--- config.mk ---
export PLATFORM = sky130hd
export DESIGN_NAME = usart_sync_slave
export DESIGN_NICKNAME = d
export VERILOG_FILES = /design/src/pkg/usart_pkg.sv /design/src/rtl/link_sync.sv /design/src/rtl/rx_fifo_mem.sv /design/src/rtl/usart_sync_slave.sv
export VERILOG_INCLUDE_DIRS = /design/src /design/src/pkg
export SDC_FILE = /design/constraint.sdc
export NUM_CORES = 1
export LEC_CHECK = 0
export BUFFER_PORTS_ARGS = -buffer_cell sky130_fd_sc_hd__buf_2
export CAP_MARGIN = 25
export CORE_MARGIN = 2
export CORE_UTILIZATION = 45
export DETAILED_ROUTE_END_ITERATION = 7
export PLACE_DENSITY = 0.7
export RECOVER_POWER = 100
export REMOVE_ABC_BUFFERS = 1
export SLEW_MARGIN = 20
export SYNTH_ARGS = -nofsm -noshare
export SYNTH_HDL_FRONTEND = slang
export SYNTH_SLANG_ARGS = --single-unit
--- constraint.sdc ---
create_clock -name clk_i -period 4.5 [get_ports clk_i]
set_input_delay 0.225 -clock clk_i [delete_from_list [all_inputs] [get_ports clk_i]]
set_output_delay 0.225 -clock clk_i [all_outputs]
set_load 0.02 [all_outputs]
--- src/pkg/usart_regs.svh ---
/*
  register indices, field positions, reset values and frame lengths of the
  synchronous slave serial port.
  assumes: included by bare name; definitions only.
*/
`ifndef USART_REGS_SVH
`define USART_REGS_SVH

// register indices (byte address is four times the index)
`define IDX_PERIPHERAL_IRQ_FLAGS    8'h0C
`define IDX_RECEIVE_STATUS_CONTROL  8'h18
`define IDX_TRANSMIT_HOLDING        8'h19
`define IDX_RECEIVE_FIFO_DATA       8'h1A
`define IDX_PERIPHERAL_IRQ_ENABLES  8'h8C
`define IDX_TRANSMIT_STATUS_CONTROL 8'h98
`define IDX_BAUD_DIVISOR            8'h99

// peripheral flag and enable bit positions
`define PIR_RX_READY   5
`define PIR_TX_READY   4
`define PIR_RESERVED   6
`define PIR_STORE_MASK 8'h8F  // flag bits kept as plain storage

// transmit status and control bit positions
`define TXS_CLOCK_SRC  7
`define TXS_NINE_BIT   6
`define TXS_TX_ENABLE  5
`define TXS_SYNC_MODE  4
`define TXS_HIGH_BAUD  2
`define TXS_SHIFT_IDLE 1
`define TXS_NINTH_BIT  0

// receive status and control bit positions
`define RCS_PORT_EN    7
`define RCS_NINE_BIT   6
`define RCS_SINGLE_RX  5
`define RCS_CONT_RX    4
`define RCS_FRAMING    2
`define RCS_OVERRUN    1
`define RCS_NINTH_BIT  0

// reset values
`define RST_BYTE       8'h00
`define RST_TRANSMIT_STATUS_CONTROL      8'h02
`define LINK_IDLE      2'h3   // both link pins idle high

// frame lengths and fifo depth
`define FRAME_8        4'h8
`define FRAME_9        4'h9
`define FIFO_DEPTH     2'h2

`endif

--- src/pkg/usart_pkg.sv ---
/*
  types shared by the synchronous slave serial port.
  assumes: nothing is imported; users write usart_pkg::name.
*/
`default_nettype none
package usart_pkg;
  // transmit control fields held by the register file
  typedef struct packed {
    logic clock_source_select;
    logic tx_nine_bit_enable;
    logic tx_enable;
    logic sync_mode_select;
    logic high_baud_select;
    logic tx_ninth_bit;
  } tx_ctrl_t;
  // receive control fields held by the register file
  typedef struct packed {
    logic serial_port_enable;
    logic rx_nine_bit_enable;
    logic single_rx_enable;
    logic continuous_rx_enable;
  } rx_ctrl_t;
  // one received word as it sits in the fifo
  typedef struct packed {
    logic       rx_ninth_bit;
    logic [7:0] data;
  } rx_word_t;
  // transmit shifter state
  typedef enum logic {
    TX_IDLE  = 1'b0,
    TX_SHIFT = 1'b1
  } tx_state_t;
endpackage
`default_nettype wire

--- src/rtl/link_sync.sv ---
/*
  three-stage synchroniser for link pins with agreement filter and
  falling edge pulse.
  assumes: inputs are asynchronous to clk_i.
*/
`timescale 1ns/1ps
`default_nettype none
`include "usart_regs.svh"
module link_sync
(
  // system
  input  wire logic       clk_i,
  input  wire logic       rst_i,
  // raw pins
  input  wire logic [1:0] pin_i,
  // filtered levels and falling edges
  output logic      [1:0] level_o,
  output logic      [1:0] fall_o
);
  logic [1:0] s1_reg;   // metastable stage, read by s2 only
  logic [1:0] s2_reg;
  logic [1:0] s3_reg;

  // three flops in a row
  always_ff @(posedge clk_i)
  begin
    if (rst_i)
    begin
      s1_reg <= `LINK_IDLE;
      s2_reg <= `LINK_IDLE;
      s3_reg <= `LINK_IDLE;
    end
    else
    begin
      s1_reg <= pin_i;
      s2_reg <= s1_reg;
      s3_reg <= s2_reg;
    end
  end

  // a change counts once stages two and three agree
  always_ff @(posedge clk_i)
  begin
    if (rst_i)
    begin
      level_o <= `LINK_IDLE;
      fall_o  <= 2'h0;
    end
    else
    begin
      level_o <= (s2_reg & s3_reg) | (level_o & (s2_reg ^ s3_reg));
      fall_o  <= level_o & ~s2_reg & ~s3_reg;
    end
  end
endmodule // link_sync
`default_nettype wire

--- src/rtl/rx_fifo_mem.sv ---
/*
  two-word storage of the receive fifo, registered read data.
  assumes: pointers are kept by the instantiating module.
*/
`timescale 1ns/1ps
`default_nettype none
module rx_fifo_mem
(
  // system
  input  wire logic                clk_i,
  // write port
  input  wire logic                wr_en_i,
  input  wire logic                wr_addr_i,
  input  wire usart_pkg::rx_word_t wr_data_i,
  // read port
  input  wire logic                rd_addr_i,
  output usart_pkg::rx_word_t      rd_data_o
);
  usart_pkg::rx_word_t mem [2];   // two entries

  // write and registered read; read sees old data on a collision
  always_ff @(posedge clk_i)
  begin
    if (wr_en_i)
    begin
      mem[wr_addr_i] <= wr_data_i;
    end
    rd_data_o <= mem[rd_addr_i];
  end
endmodule // rx_fifo_mem
`default_nettype wire

--- src/rtl/usart_sync_slave.sv ---
/*
  synchronous slave serial port: wishbone register file, transmit holding
  and shift path, receive shift path into a two-word fifo, sleep wake.
  assumes: clk_i 10 MHz, rst_i synchronous active high; an outside master
  drives the shift clock and samples data on its falling edge.
*/
// Implementation choice: the Wishbone slave port.
`timescale 1ns/1ps
`default_nettype none
`include "usart_regs.svh"

module usart_sync_slave
(
  // system
  input  wire logic        clk_i,
  input  wire logic        rst_i,
  // wishbone classic slave
  input  wire logic        cyc_i,
  input  wire logic        stb_i,
  input  wire logic        we_i,
  input  wire logic [9:0]  adr_i,
  input  wire logic [3:0]  sel_i,
  input  wire logic [31:0] dat_i,
  output logic      [31:0] dat_o,
  output logic             ack_o,
  // processor sleep and wake
  input  wire logic        sleep_i,
  output logic             wake_o,
  // link pins
  input  wire logic        shift_clock_pin_i,
  input  wire logic        serial_data_pin_i,
  output logic             serial_data_pin_o,
  output logic             serial_data_pin_oe_n_o
);

  ////////////////////////////////////////////////////////////////////////
  // declarations

  // register file
  usart_pkg::tx_ctrl_t  tx_ctrl_reg;        // transmit control fields
  usart_pkg::rx_ctrl_t  rx_ctrl_reg;        // receive control fields
  logic [7:0]           irq_enable_reg;     // peripheral enables
  logic [7:0]           irq_misc_reg;       // neighbours' flag bits
  logic [7:0]           baud_divisor_reg;   // unused in slave mode
  // transmit path
  logic [7:0]           hold_reg;           // transmit holding word
  logic                 hold_full_reg;      // holding word waiting
  logic [8:0]           tsr_reg;            // transmit shifter
  logic [3:0]           tx_cnt_reg;         // bits still to send
  usart_pkg::tx_state_t tx_state_reg;
  // receive path
  logic [8:0]           rsr_reg;            // receive shifter
  logic [3:0]           rx_cnt_reg;         // bits taken so far
  logic                 overrun_reg;        // overrun error
  logic [1:0]           fifo_cnt_reg;       // words in fifo
  logic                 wr_ptr_reg;
  logic                 rd_ptr_reg;
  usart_pkg::rx_word_t  fifo_head;          // head word of fifo
  usart_pkg::rx_word_t  rx_word;            // word just completed
  // link
  logic [1:0]           link_level;         // [0] clock, [1] data
  logic [1:0]           link_fall;
  // decoded terms
  logic                 req;
  logic                 wr_lo;
  logic                 rd_req;
  logic                 mode_ok;
  logic                 tx_load;
  logic                 tx_last;
  logic                 rx_active;
  logic                 rx_done;
  logic                 push;
  logic                 pop;
  logic                 ovr_set;
  logic                 tx_ready_flag;
  logic                 rx_ready_flag;
  logic [3:0]           tx_frame;
  logic [3:0]           rx_frame;
  logic [8:0]           rx_shift;
  logic [7:0]           rd_byte;

  ////////////////////////////////////////////////////////////////////////
  // helpers

  // address hit against a register index
  function automatic logic hit(input logic [9:0] adr, input logic [7:0] idx);
    hit = (adr[9:2] == idx);
  endfunction

  // frame length from the nine-bit select
  function automatic logic [3:0] frame_len(input logic nine);
    frame_len = nine ? `FRAME_9 : `FRAME_8;
  endfunction

  ////////////////////////////////////////////////////////////////////////
  // link synchroniser: clock pin is only ever an input here

  link_sync u_link_sync
  (
    .clk_i   (clk_i),
    .rst_i   (rst_i),
    .pin_i   ({serial_data_pin_i, shift_clock_pin_i}),
    .level_o (link_level),
    .fall_o  (link_fall)
  );

  ////////////////////////////////////////////////////////////////////////
  // decode

  // one request per handshake, answered the cycle after it appears
  assign req    = cyc_i & stb_i & ~ack_o;
  assign wr_lo  = req & we_i & sel_i[0];
  assign rd_req = req & ~we_i;

  // slave synchronous mode select
  assign mode_ok = rx_ctrl_reg.serial_port_enable
                 & tx_ctrl_reg.sync_mode_select
                 & ~tx_ctrl_reg.clock_source_select;

  assign tx_frame = frame_len(tx_ctrl_reg.tx_nine_bit_enable);
  assign rx_frame = frame_len(rx_ctrl_reg.rx_nine_bit_enable);

  // holding word enters an idle shifter at once, also in sleep
  assign tx_load = mode_ok & tx_ctrl_reg.tx_enable
                 & hold_full_reg & (tx_state_reg == usart_pkg::TX_IDLE);
  assign tx_last = (tx_state_reg == usart_pkg::TX_SHIFT)
                 & link_fall[0] & (tx_cnt_reg == 4'h1);

  // single receive enable deliberately not looked at
  assign rx_active = mode_ok & rx_ctrl_reg.continuous_rx_enable
                   & (tx_state_reg == usart_pkg::TX_IDLE);
  assign rx_shift  = {link_level[1], rsr_reg[8:1]};
  assign rx_done   = rx_active & link_fall[0]
                   & (rx_cnt_reg == rx_frame - 4'h1);

  // word placement: nine-bit words keep the top bit apart
  assign rx_word.rx_ninth_bit = rx_ctrl_reg.rx_nine_bit_enable
                              & rx_shift[8];
  assign rx_word.data = rx_ctrl_reg.rx_nine_bit_enable ? rx_shift[7:0]
                                                       : rx_shift[8:1];

  // fifo traffic; an overrun blocks every later push, reads still drain the fifo
  assign push    = rx_done & ~overrun_reg & (fifo_cnt_reg != `FIFO_DEPTH);
  assign ovr_set = rx_done & ~overrun_reg & (fifo_cnt_reg == `FIFO_DEPTH);
  assign pop     = rd_req & hit(adr_i, `IDX_RECEIVE_FIFO_DATA)
                 & (fifo_cnt_reg != 2'h0);

  // ready flags are hardware state, not storage
  assign tx_ready_flag = ~hold_full_reg;
  assign rx_ready_flag = (fifo_cnt_reg != 2'h0);

  ////////////////////////////////////////////////////////////////////////
  // register file writes

  // transmit control; the shifter-idle bit is read-only
  always_ff @(posedge clk_i)
  begin
    if (rst_i)
    begin
      tx_ctrl_reg <= '0;
    end
    else if (wr_lo && hit(adr_i, `IDX_TRANSMIT_STATUS_CONTROL))
    begin
      tx_ctrl_reg.clock_source_select <= dat_i[`TXS_CLOCK_SRC];
      tx_ctrl_reg.tx_nine_bit_enable  <= dat_i[`TXS_NINE_BIT];
      tx_ctrl_reg.tx_enable           <= dat_i[`TXS_TX_ENABLE];
      tx_ctrl_reg.sync_mode_select    <= dat_i[`TXS_SYNC_MODE];
      tx_ctrl_reg.high_baud_select    <= dat_i[`TXS_HIGH_BAUD];
      tx_ctrl_reg.tx_ninth_bit        <= dat_i[`TXS_NINTH_BIT];
    end
  end

  // receive control; error and ninth-bit fields are read-only
  always_ff @(posedge clk_i)
  begin
    if (rst_i)
    begin
      rx_ctrl_reg <= '0;
    end
    else if (wr_lo && hit(adr_i, `IDX_RECEIVE_STATUS_CONTROL))
    begin
      rx_ctrl_reg.serial_port_enable   <= dat_i[`RCS_PORT_EN];
      rx_ctrl_reg.rx_nine_bit_enable   <= dat_i[`RCS_NINE_BIT];
      rx_ctrl_reg.single_rx_enable     <= dat_i[`RCS_SINGLE_RX];
      rx_ctrl_reg.continuous_rx_enable <= dat_i[`RCS_CONT_RX];
    end
  end

  // plain storage registers
  always_ff @(posedge clk_i)
  begin
    if (rst_i)
    begin
      irq_enable_reg   <= `RST_BYTE;
      irq_misc_reg     <= `RST_BYTE;
      baud_divisor_reg <= `RST_BYTE;
    end
    else if (wr_lo)
    begin
      if (hit(adr_i, `IDX_PERIPHERAL_IRQ_ENABLES))
      begin
        irq_enable_reg <= dat_i[7:0];
      end
      // the port's own flags and the reserved bit are not stored
      if (hit(adr_i, `IDX_PERIPHERAL_IRQ_FLAGS))
      begin
        irq_misc_reg <= dat_i[7:0] & `PIR_STORE_MASK;
      end
      if (hit(adr_i, `IDX_BAUD_DIVISOR))
      begin
        baud_divisor_reg <= dat_i[7:0];
      end
    end
  end

  ////////////////////////////////////////////////////////////////////////
  // transmit path

  // holding register: a new write wins over a same-cycle transfer
  always_ff @(posedge clk_i)
  begin
    if (rst_i)
    begin
      hold_reg      <= `RST_BYTE;
      hold_full_reg <= 1'b0;
    end
    else if (wr_lo && hit(adr_i, `IDX_TRANSMIT_HOLDING))
    begin
      hold_reg      <= dat_i[7:0];
      hold_full_reg <= 1'b1;
    end
    else if (tx_load)
    begin
      hold_full_reg <= 1'b0;
    end
  end

  // shifter: lsb first, advanced on each falling shift clock edge
  always_ff @(posedge clk_i)
  begin
    if (rst_i)
    begin
      tx_state_reg <= usart_pkg::TX_IDLE;
      tsr_reg      <= 9'h000;
      tx_cnt_reg   <= 4'h0;
    end
    else
    begin
      case (tx_state_reg)
        usart_pkg::TX_IDLE:
        begin
          if (tx_load)
          begin
            // stored ninth bit rides on top in nine-bit mode
            tsr_reg      <= {tx_ctrl_reg.tx_ninth_bit, hold_reg};
            tx_cnt_reg   <= tx_frame;
            tx_state_reg <= usart_pkg::TX_SHIFT;
          end
        end
        usart_pkg::TX_SHIFT:
        begin
          // dropping the enable or the mode aborts the word
          if (!mode_ok || !tx_ctrl_reg.tx_enable)
          begin
            tx_state_reg <= usart_pkg::TX_IDLE;
          end
          else if (tx_last)
          begin
            tx_state_reg <= usart_pkg::TX_IDLE;
          end
          else if (link_fall[0])
          begin
            tsr_reg    <= {1'b0, tsr_reg[8:1]};
            tx_cnt_reg <= tx_cnt_reg - 4'h1;
          end
        end
        default:
        begin
          tx_state_reg <= usart_pkg::TX_IDLE;
        end
      endcase
    end
  end

  // data pin: first bit shows at load, next bit after each falling edge
  always_ff @(posedge clk_i)
  begin
    if (rst_i)
    begin
      serial_data_pin_o      <= 1'b1;
      serial_data_pin_oe_n_o <= 1'b1;
    end
    else
    begin
      if (tx_load)
      begin
        serial_data_pin_o <= hold_reg[0];
      end
      else if (tx_state_reg == usart_pkg::TX_SHIFT && link_fall[0])
      begin
        serial_data_pin_o <= tsr_reg[1];
      end
      // drive only while set up to transmit and not receiving
      serial_data_pin_oe_n_o <= ~(mode_ok & tx_ctrl_reg.tx_enable
                                  & ~rx_ctrl_reg.continuous_rx_enable);
    end
  end

  ////////////////////////////////////////////////////////////////////////
  // receive path

  // shifter and bit count; the count clears whenever reception is off
  always_ff @(posedge clk_i)
  begin
    if (rst_i)
    begin
      rsr_reg    <= 9'h000;
      rx_cnt_reg <= 4'h0;
    end
    else if (!rx_active)
    begin
      rx_cnt_reg <= 4'h0;
    end
    else if (rx_done)
    begin
      rx_cnt_reg <= 4'h0;
    end
    else if (link_fall[0])
    begin
      rsr_reg    <= rx_shift;
      rx_cnt_reg <= rx_cnt_reg + 4'h1;
    end
  end

  // overrun: only clearing the continuous enable removes it
  always_ff @(posedge clk_i)
  begin
    if (rst_i)
    begin
      overrun_reg <= 1'b0;
    end
    else if (!rx_ctrl_reg.continuous_rx_enable)
    begin
      overrun_reg <= 1'b0;
    end
    else if (ovr_set)
    begin
      overrun_reg <= 1'b1;
    end
  end

  // fifo pointers and fill; push and pop may share a cycle
  always_ff @(posedge clk_i)
  begin
    if (rst_i)
    begin
      fifo_cnt_reg <= 2'h0;
      wr_ptr_reg   <= 1'b0;
      rd_ptr_reg   <= 1'b0;
    end
    else
    begin
      if (push)
      begin
        wr_ptr_reg <= ~wr_ptr_reg;
      end
      if (pop)
      begin
        rd_ptr_reg <= ~rd_ptr_reg;
      end
      if (push && !pop)
      begin
        fifo_cnt_reg <= fifo_cnt_reg + 2'h1;
      end
      else if (pop && !push)
      begin
        fifo_cnt_reg <= fifo_cnt_reg - 2'h1;
      end
    end
  end

  // storage for the two words
  rx_fifo_mem u_rx_fifo_mem
  (
    .clk_i     (clk_i),
    .wr_en_i   (push),
    .wr_addr_i (wr_ptr_reg),
    .wr_data_i (rx_word),
    .rd_addr_i (rd_ptr_reg),
    .rd_data_o (fifo_head)
  );

  ////////////////////////////////////////////////////////////////////////
  // read mux and bus answer

  // reserved and unmapped bits read as zero
  always_comb
  begin
    rd_byte = 8'h00;
    if (hit(adr_i, `IDX_PERIPHERAL_IRQ_FLAGS))
    begin
      rd_byte = irq_misc_reg;
      rd_byte[`PIR_RX_READY] = rx_ready_flag;
      rd_byte[`PIR_TX_READY] = tx_ready_flag;
    end
    else if (hit(adr_i, `IDX_RECEIVE_STATUS_CONTROL))
    begin
      rd_byte[`RCS_PORT_EN]   = rx_ctrl_reg.serial_port_enable;
      rd_byte[`RCS_NINE_BIT]  = rx_ctrl_reg.rx_nine_bit_enable;
      rd_byte[`RCS_SINGLE_RX] = rx_ctrl_reg.single_rx_enable;
      rd_byte[`RCS_CONT_RX]   = rx_ctrl_reg.continuous_rx_enable;
      rd_byte[`RCS_OVERRUN]   = overrun_reg;
      // ninth bit belongs to the head word, so read it first
      rd_byte[`RCS_NINTH_BIT] = rx_ready_flag & fifo_head.rx_ninth_bit;
    end
    else if (hit(adr_i, `IDX_RECEIVE_FIFO_DATA))
    begin
      rd_byte = rx_ready_flag ? fifo_head.data : 8'h00;
    end
    else if (hit(adr_i, `IDX_PERIPHERAL_IRQ_ENABLES))
    begin
      rd_byte = irq_enable_reg;
    end
    else if (hit(adr_i, `IDX_TRANSMIT_STATUS_CONTROL))
    begin
      rd_byte[`TXS_CLOCK_SRC]  = tx_ctrl_reg.clock_source_select;
      rd_byte[`TXS_NINE_BIT]   = tx_ctrl_reg.tx_nine_bit_enable;
      rd_byte[`TXS_TX_ENABLE]  = tx_ctrl_reg.tx_enable;
      rd_byte[`TXS_SYNC_MODE]  = tx_ctrl_reg.sync_mode_select;
      rd_byte[`TXS_HIGH_BAUD]  = tx_ctrl_reg.high_baud_select;
      rd_byte[`TXS_SHIFT_IDLE] = (tx_state_reg == usart_pkg::TX_IDLE);
      rd_byte[`TXS_NINTH_BIT]  = tx_ctrl_reg.tx_ninth_bit;
    end
    else if (hit(adr_i, `IDX_BAUD_DIVISOR))
    begin
      rd_byte = baud_divisor_reg;
    end
  end

  // every address is answered, one cycle after the request
  always_ff @(posedge clk_i)
  begin
    if (rst_i)
    begin
      ack_o <= 1'b0;
      dat_o <= 32'h0000_0000;
    end
    else
    begin
      ack_o <= req;
      if (rd_req)
      begin
        dat_o <= {24'h00_0000, rd_byte};
      end
    end
  end

  ////////////////////////////////////////////////////////////////////////
  // sleep wake: enabled ready flags raise a wake request

  always_ff @(posedge clk_i)
  begin
    if (rst_i)
    begin
      wake_o <= 1'b0;
    end
    else
    begin
      wake_o <= sleep_i
              & ((tx_ready_flag & irq_enable_reg[`PIR_TX_READY])
               | (rx_ready_flag & irq_enable_reg[`PIR_RX_READY]));
    end
  end

endmodule // usart_sync_slave
`default_nettype wire

==> results.tsv <==
stage	metric	value	unit
final_layout	largest_register_by_flop_count	u_rx_fifo_mem.mem	
floorplanning	die-width	113	microns
yosys	post_synthesis_sequential_area_ratio	0.477	
floorplanning	fp.coreArea	0.0115	sq mm
setup_path	cp_data_arrival_time	3380	ps
clocking	numCtsBuffers	17	
clocking	tritoncts_clock_tree	yes	
clocking	h_tree_lvls	4	
final_layout	stdcell_area	0.00606	sq mm
floorplanning	design.portCount	90	
clocking	cts.hold.buffers_added	2	
route	drt_pre_antenna_iters	4	
timing	drv_slew	63	
setup_path	crit_path_start_kind	input pin	
final_layout	antennaDiodeCount	0	
route	remaining_drc_errors	0	
yosys	syn-mean-instance-area	10.1	sq um
final_layout	syn2layout_area_growth	13.7	%
timing	period_share	0.715	
setup_path	critical_path.endpoint_type	register	
yosys	synth_xor_xnor_area_share	0.00986	
placed_design	io_buffer_count	36	
yosys	syn_inst	528	
route	vias_per_cell	5.63	
yosys	yosysMostFrequentCell	dfxtp_1	
floorplanning	die_y	113	microns
run_status	violations	capacitance limit, slew limit	
timing	rsz_0062_raised_after_global_routing	no	
yosys	yosys-top-cells-area	dfxtp_1 (38%), edfxtp_1 (10%), mux2i_1 (8.1%), mux2_2 (4.2%), nor2_1 (3.7%)	
floorplanning	start_util	0.465	
clocking	worst_skew_pair.late_latency	400	ps
yosys	synth.mux.area_fraction	0.126	
yosys	synth_fa_ha_area_frac	0.0141	
route	drt_iter0_drc	190	
yosys	synth_top_area_frac	0.376	
global_routing	use_met2	0.281	
global_routing	top_usage_layer_grt	met2	
global_routing	track_usage	0.187	
clocking	clkSlewWorstSetupHoldPaths	50	ps
pwr	max-vdd-ir-drop	0.261	mV
timing	timing.final.hold_violations	0	
floorplanning	row_count	39	
timing	finalSetupTns	0	ps
run_status	status	finished, violations left	
pwr	leak	2.13	nW
timing	slew_headroom	-0.730	
route	vias_after_detailed_routing	3997	
yosys	synth_cell_type_count	64	
timing	maxClockFrequency	0.311	GHz
yosys	synth_edf_count	18	
flow_run	max_cap_violations	1	
global_routing	grt_antenna_before_repair	0	
placed_design	place_congestion	0.893	
timing	final.hold.worst_slack	88.9	ps
final_layout	design.final.nets	614	
global_routing	grt_max_degree	63	
pwr	power-per-cell-area	418	mW/mm^2
setup_path	worst-endpoint-required	4660	ps
clocking	cts.root.buffer_cell	clkbuf_16	
clocking	cts.repair_timing.setup_buffer_count	0	
yosys	simple_logic_cell_fraction_of_the_synthesized_area	0.167	
timing	finalWorstPathRequiredPeriod	3220	ps
clocking	clk_path_buf_depth	2	
global_routing	grtUsageMet1	0.253	
yosys	synth-async-reset-ratio	0	
timing	worstMarginPinSlew	2600	ps
floorplanning	fp.dieArea	0.0127	sq mm
final_layout	drive_gt1_frac	0.157	
global_routing	vias_in_the_first_global_route	3763	
yosys	netlist_top_cells_count	dfxtp_1 (100), nor2_1 (52), mux2i_1 (43)	
final_layout	largest_register_ffs	18	
route	wirelength	11500	microns
yosys	synth.yosys.warnings	0	
route	avgRoutedWirePerCell	16.2	microns
setup_path	critical_path_peak_fanout	62	
hold_path	holdCritPathClass	in -> reg	
final_layout	reg.largest.list	u_rx_fifo_mem.mem (18), u_rx_fifo_mem.rd_data_o (9)	
route	ant_nets	0	
yosys	postSynthRegisterBits	118	
setup_path	crit_type	in -> reg	
yosys	synth_top_family_by_area	simple AND/OR/NAND/NOR gates	
clocking	cts_resized	0	
global_routing	grt_pass1_wl	18800	microns
final_layout	final_core_util	0.529	
yosys	synth_largest_area_cell	dfxtp_1	
yosys	share_of_the_synthesized_area_in_compound_gates_ao_oa_aoi_oai	0.136	
global_routing	globalRoute.totalOverflow	0	
global_routing	grt_util_met3	0.0562	
yosys	synthesis.area	0.00533	sq mm
placed_design	detailedPlacementHpwl	7830	microns
clocking	cts.sink_count	118	
timing	fin_worst_skew	8.06	ps
yosys	dominantRegCellSynth	dfxtp_1	
placed_design	placedInstanceArea	0.00548	sq mm
timing	finalSetupViolCount	0	
cells in the final DEF, fill, tap and decap left out, drive strengths merged, types with 5 or more instances in the layout:
cell type and instances:
nand2b 5, or4 5, nor4 5, inv 12
nand3 20, a2111oi 9, buf 25, a211oi 5
o22ai 5, mux2i 43, or2 10, ha 6
mux2 21, nor2 53, a311oi 8, a21oi 29
clkinv 7, nor3 10, conb 24, dfxtp 100
clkbuf 34, edfxtp 18, nand2 11, a31oi 6
o21ai 28
power by group:
group	internal, W	switching [W]
registers	0.00107	0.00000336
logic	0.0000242	0.0000718
clock network	0.000915	0.000446
total	0.00201	0.000521
metal layers:
metal	routed length, microns	part of all wire
met2	5210	0.45
met1	5370	0.47
met5	0	0
met3	661	0.058
met4	235	0.020
stage by stage:
step | setup slack (ps) | total power (W) | cells
after global routing | 976 | 0.00262 | 710
after floorplan | 1600 | 0.00115 | 494
after detailed placement | 1650 | 0.00120 | 676
after global placement | 1710 | 0.00119 | 676
after CTS | 1640 | 0.00255 | 710
final | 1280 | 0.00253 | 710
critical path, stage by stage:
cell       delay [ps]
buf_2             380
clkbuf_1         1890
inv_1             480
o2111ai_1         260
o22ai_1           110
kinds of logic after synthesis:
group / after synthesis
AO/OA/AOI/OAI: 110
flip-flops: 118
AND/OR/NAND/NOR: 154
adder cells (fa/ha/maj): 6
XOR/XNOR: 6
other: 1
buffers and inverters: 69
multiplexers: 64
final cells by class:
class	count	area [sq um]
repair buffers	41	200
inverters	12	45.0
clock inverters	12	159
multi-input cells	364	2500
well taps	143	179
clock buffers	20	437
fillers	996	5410
flip-flops and latches	118	2540
worst paths after layout:
path | start | to | slack, ps | depth (start not counted)
hold reg to reg | u_link_sync.s1_reg[1] | u_link_sync.s2_reg[1] | 410 | 1
setup reg to reg | tx_state_reg | u_rx_fifo_mem.mem[0][4] | 1570 | 4
setup / recovery | rst_i | dat_o[5] | 1280 | 5
hold / removal | sleep_i | wake_o | 90 | 2
No activity file was read; power rests on OpenSTA's default activity.
